## src/rtl/ldc_pkg.sv

```systemverilog
// Constants and carrier types for the backlight dimming control block.
// Assumes a single 125 MHz clock and a byte-wide register port.
package ldc_pkg;

    // Register offsets
    localparam logic [7:0] LDC_OFS_BRIGHT  = 8'h00;
    localparam logic [7:0] LDC_OFS_METHOD  = 8'h01;
    localparam logic [7:0] LDC_OFS_DC      = 8'h07;
    localparam logic [7:0] LDC_OFS_STATUS  = 8'h0a;

    // Values after reset
    localparam logic [7:0] LDC_RST_BRIGHT  = 8'hff;
    localparam logic [7:0] LDC_RST_DC      = 8'hff;
    localparam logic [7:0] LDC_RST_METHOD  = 8'h01;

    // Dimming method codes
    localparam logic [7:0] LDC_MODE_RATIO    = 8'h01;
    localparam logic [7:0] LDC_MODE_EXTERNAL = 8'h03;
    localparam logic [7:0] LDC_MODE_INTERNAL = 8'h05;
    localparam logic [7:0] LDC_MODE_ANALOG   = 8'h07;

    // Status field position
    localparam int LDC_STAT_ACTIVE_BIT = 0;

    // Timing
    localparam int LDC_CLK_PERIOD_PS  = 8000;
    localparam int LDC_ENABLE_MIN_NS  = 40000;
    localparam int LDC_TIMEOUT_MS     = 28;
    localparam int LDC_ENABLE_CYC     =
        (LDC_ENABLE_MIN_NS * 1000 + LDC_CLK_PERIOD_PS - 1) / LDC_CLK_PERIOD_PS;
    localparam int LDC_TIMEOUT_CYC    =
        (LDC_TIMEOUT_MS * 1000000) / (LDC_CLK_PERIOD_PS / 1000);

    // Clocks per slot of the internal dimming period (200 Hz default)
    localparam int LDC_DIM_STEP_CYC   = 2450;
    localparam int LDC_DIM_SLOTS      = 255;
    localparam int LDC_CNT_W          = 22;

    // Register access request from the serial bus engine
    typedef struct packed {
        logic       wr;
        logic       rd;
        logic [7:0] addr;
        logic [7:0] wdata;
    } ldc_reg_req_t;

    // Enable state machine
    typedef enum logic [1:0] {
        LDC_ST_SHUT   = 2'b01,
        LDC_ST_ACTIVE = 2'b10
    } ldc_state_t;

endpackage : ldc_pkg
```

## src/rtl/ldc_dimming_ctrl.sv

```systemverilog
// Dimming and enable control for a six-channel LED backlight driver.
// Assumes the serial bus engine presents register accesses on mclk_i and
// that the analog node level arrives from an on-chip converter on mclk_i.
`timescale 1ns/1ps

module ldc_dimming_ctrl
    import ldc_pkg::*;
#(
    parameter int ENABLE_CYC   = LDC_ENABLE_CYC,
    parameter int TIMEOUT_CYC  = LDC_TIMEOUT_CYC,
    parameter int DIM_STEP_CYC = LDC_DIM_STEP_CYC
)
(
    input  wire logic                  mclk_i,          // 125 MHz clock
    input  wire logic                  reset_n_i,       // Sync reset, low
    input  wire ldc_pkg::ldc_reg_req_t reg_req_i,       // Register access
    output logic [7:0]                 reg_rdata_o,     // Read data
    input  wire logic                  enable_dim_pin_i,// Enable/dim pin
    input  wire logic [7:0]            analog_dim_node_i,// Node above 0.21V
    output logic [5:0]                 channel_en_o,    // Channel chop
    output logic [7:0]                 dc_current_o,    // DC level to DACs
    output logic                       active_o         // Out of shutdown
);
    import ldc_pkg::*;

    // Counters are fixed width; refuse counts that overflow them
    if (ENABLE_CYC < 1 || ENABLE_CYC >= (1 << LDC_CNT_W))
    begin : g_bad_enable
        $error("ENABLE_CYC out of range");
    end
    if (TIMEOUT_CYC < 1 || TIMEOUT_CYC >= (1 << LDC_CNT_W))
    begin : g_bad_timeout
        $error("TIMEOUT_CYC out of range");
    end
    if (DIM_STEP_CYC < 1 || DIM_STEP_CYC >= (1 << LDC_CNT_W))
    begin : g_bad_step
        $error("DIM_STEP_CYC out of range");
    end

    localparam logic [LDC_CNT_W-1:0] EN_LAST  = LDC_CNT_W'(ENABLE_CYC - 1);
    localparam logic [LDC_CNT_W-1:0] TO_LAST  = LDC_CNT_W'(TIMEOUT_CYC - 1);
    localparam logic [LDC_CNT_W-1:0] STP_LAST = LDC_CNT_W'(DIM_STEP_CYC - 1);
    localparam logic [7:0]           SLOT_LAST = 8'(LDC_DIM_SLOTS - 1);

    logic [7:0]           bright_q, dc_q, method_q, rdata_q;
    logic                 sync1_q, sync2_q, sync3_q, pin_q;
    ldc_state_t           state_q, state_d;
    logic [LDC_CNT_W-1:0] cnt_q, cnt_d;
    logic [LDC_CNT_W-1:0] step_cnt_q;
    logic [7:0]           slot_q, hi_acc_q, ext_duty_q, cmp_q;
    logic [5:0]           ch_q;

    // Register decode
    wire wr_bright = reg_req_i.wr && reg_req_i.addr == LDC_OFS_BRIGHT;
    wire wr_method = reg_req_i.wr && reg_req_i.addr == LDC_OFS_METHOD;
    wire wr_dc     = reg_req_i.wr && reg_req_i.addr == LDC_OFS_DC;
    wire is_active = state_q == LDC_ST_ACTIVE;
    wire [7:0] status_val = 8'(is_active) << LDC_STAT_ACTIVE_BIT;
    wire [7:0] rd_val =
        (reg_req_i.addr == LDC_OFS_BRIGHT) ? bright_q :
        (reg_req_i.addr == LDC_OFS_METHOD) ? method_q :
        (reg_req_i.addr == LDC_OFS_DC)     ? dc_q     :
        (reg_req_i.addr == LDC_OFS_STATUS) ? status_val : 8'h00;

    // Register file; DC level takes effect on the clock after the write
    always_ff @(posedge mclk_i)
    begin
        if (!reset_n_i)
        begin
            bright_q <= LDC_RST_BRIGHT;
            dc_q     <= LDC_RST_DC;
            method_q <= LDC_RST_METHOD;
            rdata_q  <= 8'h00;
        end
        else
        begin
            if (wr_bright) bright_q <= reg_req_i.wdata;
            if (wr_dc)     dc_q     <= reg_req_i.wdata;
            if (wr_method) method_q <= reg_req_i.wdata;
            if (reg_req_i.rd) rdata_q <= rd_val;
        end
    end

    // Pin synchroniser; a change counts once stages two and three agree
    always_ff @(posedge mclk_i)
    begin
        if (!reset_n_i)
        begin
            sync1_q <= 1'b0;
            sync2_q <= 1'b0;
            sync3_q <= 1'b0;
            pin_q   <= 1'b0;
        end
        else
        begin
            sync1_q <= enable_dim_pin_i;
            sync2_q <= sync1_q;
            sync3_q <= sync2_q;
            if (sync2_q == sync3_q) pin_q <= sync3_q;
        end
    end

    // Enable qualification and missing-pulse timeout share one counter
    always_comb
    begin
        state_d = state_q;
        cnt_d   = cnt_q;
        case (state_q)
            LDC_ST_SHUT:
            begin
                if (!pin_q)
                    cnt_d = '0;
                else if (cnt_q == EN_LAST)
                begin
                    state_d = LDC_ST_ACTIVE;
                    cnt_d   = '0;
                end
                else
                    cnt_d = cnt_q + 1'b1;
            end
            LDC_ST_ACTIVE:
            begin
                if (pin_q)
                    cnt_d = '0;
                else if (cnt_q == TO_LAST)
                begin
                    state_d = LDC_ST_SHUT;
                    cnt_d   = '0;
                end
                else
                    cnt_d = cnt_q + 1'b1;
            end
            default:
            begin
                state_d = LDC_ST_SHUT;
                cnt_d   = '0;
            end
        endcase
    end

    always_ff @(posedge mclk_i)
    begin
        if (!reset_n_i)
        begin
            state_q <= LDC_ST_SHUT;
            cnt_q   <= '0;
        end
        else
        begin
            state_q <= state_d;
            cnt_q   <= cnt_d;
        end
    end

    // Internal dimming oscillator: slot enable and 255-slot period
    wire step_en  = step_cnt_q == STP_LAST;
    wire wrap     = step_en && slot_q == SLOT_LAST;

    // Ratiometric and analog factors; scale() gives x*y/255 rounded down
    function automatic logic [7:0] scale(input logic [7:0] a,
                                         input logic [7:0] b);
        logic [15:0] p;
        logic [15:0] s;
        p = 16'(a) * 16'(b);
        s = p + {8'h00, p[15:8]} + 16'h0001;
        return s[15:8];
    endfunction : scale

    wire [7:0] ext_now  = hi_acc_q + {7'h00, pin_q};
    wire [7:0] ana_fac  = 8'hff - analog_dim_node_i;
    wire is_analog      = method_q == LDC_MODE_ANALOG;
    wire [7:0] cmp_next = is_analog ? scale(bright_q, ana_fac)
                                    : scale(bright_q, ext_duty_q);

    // Period timing; ext duty is pin samples per period, so the pin
    // must run several times faster than the dimming rate
    always_ff @(posedge mclk_i)
    begin
        if (!reset_n_i)
        begin
            step_cnt_q <= '0;
            slot_q     <= 8'h00;
            hi_acc_q   <= 8'h00;
            ext_duty_q <= 8'hff;
            cmp_q      <= 8'hff;
        end
        else
        begin
            step_cnt_q <= step_en ? '0 : step_cnt_q + 1'b1;
            if (wrap)
            begin
                slot_q     <= 8'h00;
                hi_acc_q   <= 8'h00;
                ext_duty_q <= ext_now;
                cmp_q      <= cmp_next;
            end
            else if (step_en)
            begin
                slot_q   <= slot_q + 8'h01;
                hi_acc_q <= ext_now;
            end
        end
    end

    // Chop source selection; unknown codes behave as ratiometric
    wire is_int   = method_q == LDC_MODE_INTERNAL;
    wire is_ext   = method_q == LDC_MODE_EXTERNAL;
    wire int_on   = slot_q < bright_q;
    wire prod_on  = slot_q < cmp_q;
    // External duty range comes from the stage's own min on/off times
    wire src_on   = is_int ? int_on :
                    is_ext ? pin_q  : prod_on;
    wire chop_d   = is_active && dc_q != 8'h00 &&
                    bright_q != 8'h00 && src_on;

    // One waveform fans out to all channels
    always_ff @(posedge mclk_i)
    begin
        if (!reset_n_i)
            ch_q <= 6'h00;
        else
            ch_q <= {6{chop_d}};
    end

    assign reg_rdata_o  = rdata_q;
    assign channel_en_o = ch_q;
    assign dc_current_o = dc_q;
    assign active_o     = state_q[1];                     // One-hot active bit
endmodule : ldc_dimming_ctrl

```

## config.mk

```make
export PLATFORM = sky130hd
export DESIGN_NAME = ldc_dimming_ctrl
export DESIGN_NICKNAME = d
export VERILOG_FILES = /design/src/rtl/ldc_pkg.sv /design/src/rtl/ldc_dimming_ctrl.sv
export SDC_FILE = /design/constraint.sdc
export NUM_CORES = 1
export LEC_CHECK = 0
export BUFFER_PORTS_ARGS = -buffer_cell sky130_fd_sc_hd__buf_2
export CAP_MARGIN = 25
export CORE_UTILIZATION = 45
export CTS_CLUSTER_DIAMETER = 150
export DETAILED_ROUTE_END_ITERATION = 16
export HOLD_SLACK_MARGIN = 0.03
export PLACE_DENSITY_LB_ADDON = 0.08
export SLEW_MARGIN = 20
export SYNTH_ARGS = -nofsm -noshare
export SYNTH_HDL_FRONTEND = slang
export SYNTH_SLANG_ARGS = --single-unit
export TNS_END_PERCENT = 5
```

## constraint.sdc

```tcl
create_clock -name mclk_i -period 6 [get_ports mclk_i]
set_input_delay 0.6 -clock mclk_i [delete_from_list [all_inputs] [get_ports mclk_i]]
set_output_delay 0.6 -clock mclk_i [all_outputs]
set_load 0.005 [all_outputs]
```

==> impl_metrics.py <==
metrics = {
    "timing": {
        "worst_pin_slew_ns": 1.16,
        "setup_ws_ns": 0.259,
        "relSlewSlack": 0.222,
        "fmax_mhz": 174,
        "finalSetupViolCount": 0,
        "fin_hold_ws_ns": 0.383,
        "min_period_ns": 5.74,
        "clock_skew_ns": 0.0129,
        "hold_violations": 0,
        "finalCritPeriodShare": 0.957,
        "maxSlewViolCount": 0,
    },
    "yosys": {
        "synth_top_area_frac": 0.229,
        "yosysWarnings": 0,
        "synth.distinct_cells": 62,
        "synth_edf_count": 0,
        "yosysTopAreaCell": "dfxtp_1",
        "synth.cell_area_mm2": 0.0101,
        "synth-seq-area-share": 0.229,
        "synthAdderAreaFrac": 0.279,
        "synth_seq_cells": 115,
        "syn-num-nets": 1407,
        "ys.flop_type": "dfxtp_1",
        "async_reset_ff_frac": 0,
        "yosys.area_share.simple": 0.215,
        "synth-compound-area-share": 0.113,
        "syn_area_per_cell_um2": 8.41,
        "synth_xor_area_frac": 0.0867,
        "synthTopCellsByArea": "dfxtp_1 23%, fa_1 14%, ha_1 14%",
        "synthMuxAreaShare": 0.00709,
        "synth_top_family_by_area": "adder cells",
        "syn_inst": 1197,
    },
    "worst_setup_path": {
        "r2r_start": "bright_q[4]",
        "path_class": "reg2reg",
        "cp-start-kind": "register",
        "cp_slowest_cell": "fa_1",
        "r2r_slack_ns": 0.26,
        "crit_start": "bright_q[4]",
        "arrival_ns": 6.04,
        "endpoint_kind": "register",
        "crit_top_cell": "fa_1",
        "crit_chain": "buf_6, nand2b_1, fa_1, fa_1, inv_1, fa_1, inv_1, fa_1, inv_1, ha_1, buf_4, o211ai_1, o31ai_4, a2111oi_2, nor2_1, nor2_1, xnor2_1, ha_1, a2111oi_0, o21ai_1, o21a_1, xnor2_1, a21oi_1",
        "r2r_cells": 23,
        "slowest_delay_ns": 0.53,
        "crit_fanout": 7,
        "crit_required_ns": 6.30,
    },
    "power_and_ir_drop": {
        "cellPowerDensity_mw_per_mm2": 357,
        "p_leak_nw": 5.51,
        "vdd_drop_max_uv": 774,
        "fin_total_pwr_mw": 4.30,
    },
    "floorplanning": {
        "dieHeight_um": 152,
        "pin_count": 52,
        "fp.dieW_um": 152,
        "start_util": 0.460,
        "core_mm2": 0.0219,
        "die_area_mm2": 0.0230,
        "row_count": 54,
    },
    "final_layout": {
        "ff_latch_area_mm2": 0.00234,
        "insertedDiodeCount": 0,
        "fillCellCount": 2053,
        "drive_gt1_frac": 0.180,
        "stdcell_count": 1605,
        "area_growth_syn_to_layout_pct": 20.0,
        "multi_input_area_mm2": 0.00726,
        "finalNetCount": 1522,
    },
    "clocking": {
        "holdBufCountCts": 0,
        "htree_levels": 4,
        "numCtsBuffers": 17,
        "cts_buffer_depth": 2,
        "cts_tree": "done",
        "clock_latency_ns": 0.43,
        "cts.sinks": 115,
        "clkTransAtPathRegs_ns": 0.07,
        "cts_root_buf": "clkbuf_16",
    },
    "drt": {
        "firstDrtPassIters": 5,
        "wl_per_cell_um": 15.8,
        "postRouteAntennaNets": 0,
        "drt-vias-per-instance": 5.25,
        "initialDrtViolationCount": 517,
        "drc_errors": 0,
        "routed_wl_um": 25300,
        "num_vias": 8426,
    },
    "outcome": {
        "status": "finished, final reports clean",
    },
    "hold_path": {
        "min_from": "enable_dim_pin_i",
        "min_path_type": "in2reg",
        "worstHoldPathCells": 2,
    },
    "global_routing": {
        "antenna_found_initial": 0,
        "grt_pass1_wl_um": 40600,
        "track_usage": 0.229,
        "grt_pass1_vias": 7951,
        "grt_overflow": 0,
        "grt_max_degree": 37,
    },
    "placement": {
        "portBuffers": 51,
        "place_inst": 1570,
        "place_ws_ns": -0.123,
        "gp_congestion": 0.831,
        "hpwl_um": 19900,
    },
    "flow_run": {
        "drv_cap": 0,
    },
}
-- power breakdown --
| group | switching, mW | internal, mW |
|---|---|---|
| registers | 0.00462 | 0.766 |
| clock network | 0.430 | 0.680 |
| logic | 1.27 | 1.16 |
| total | 1.70 | 2.60 |
-- cell usage in the layout, fill, tap and decap left out, types with 38 or more instances in the layout --
cell type / count
dfxtp_1: 102
nand3_1: 46
nand2_1: 102
xnor2_1: 38
buf_4: 87
nor2_1: 139
and2_1: 62
inv_1: 125
fa_1: 69
ha_1: 104
xor2_1: 56
buf_2: 51
-- routing by layer --
layer,vias up,routed length [µm],GRT usage
met2,170,11300,0.359
met3,24,934,0.0299
met4,0,335,0.0569
met5,-,0,0
li1,4217,-,-
met1,4015,12700,0.332
-- Yosys cell counts, types with 5 or more instances --
cell and number:
a211oi_1 15, a21o_1 18, a21oi_1 41, a222oi_1 7, and2_1 62, and3_1 16, buf_4 5, clkbuf_1 36
clkinv_1 8, dfxtp_1 115, fa_1 72, ha_1 109, inv_1 125, mux2i_1 6, nand2_1 105, nand2b_1 16
nand3_1 47, nand4_1 19, nor2_1 144, nor3_1 10, nor4_1 9, o211ai_1 20, o21ai_0 19, o21ai_1 5
o21bai_1 6, o22ai_1 6, or3_1 6, or4_1 6, xnor2_1 40, xor2_1 57
-- final cells by class --
cell class	count	area share
sequential	115	0.194
multi-input combinational	902	0.602
inverter	133	0.0421
clock inverter	14	0.0160
timing repair buffer	143	0.0814
tap	280	0.0290
clock buffer	18	0.0364
-- final timing paths --
kind	to
max reg2reg	cmp_q[0]
max	cmp_q[0]
min reg2reg	sync2_q
min	sync1_q
-- state kept, by name (all words and copies together), names as in the netlist, 2 cells and up --
| name | flops |
|---|---|
| hi_acc_q | 8 |
| cmp_q | 8 |
| method_q | 8 |
| state_q | 2 |
| slot_q | 8 |
| reg_rdata_o | 8 |
| step_cnt_q | 22 |
| ext_duty_q | 8 |
| bright_q | 8 |
| cnt_q | 22 |
| dc_current_o | 8 |
-- per-stage QoR --
stage                     area (µm²)   util  setup TNS (ns)
after CTS                      11800  0.539               0
after global routing           12100  0.551          -0.107
after floorplan                10100      -               0
after detailed placement       11200  0.510          -0.287
final                          12100  0.551               0
after global placement         11200  0.510         -0.0595
-- repair_timing --
item	in CTS	in global routing
endpoints found under the setup margin	8	8
setup buffers	0	3
resized for setup	7	66
pin swaps	0	28
-- logic make-up after synthesis --
| kind of cell | Yosys count |
|---|---|
| simple gates | 452 |
| fa+ha+maj | 181 |
| buf+inv | 180 |
| compound gates | 164 |
| flops | 115 |
| xor+xnor | 98 |
| mux | 7 |
-- critical path, delay by kind of cell (launching register included) --
kind | cells | cell delay (ns)
and+or+nand+nor | 3 | 0.28
xor gates and xnor gates | 2 | 0.27
AOI/OAI and AO/OA | 7 | 1.55
adders and majority gates | 6 | 2.63
buffers and inverters | 5 | 0.48
DFF | 1 | 0.41
No activity file was read; power rests on OpenSTA's default activity.
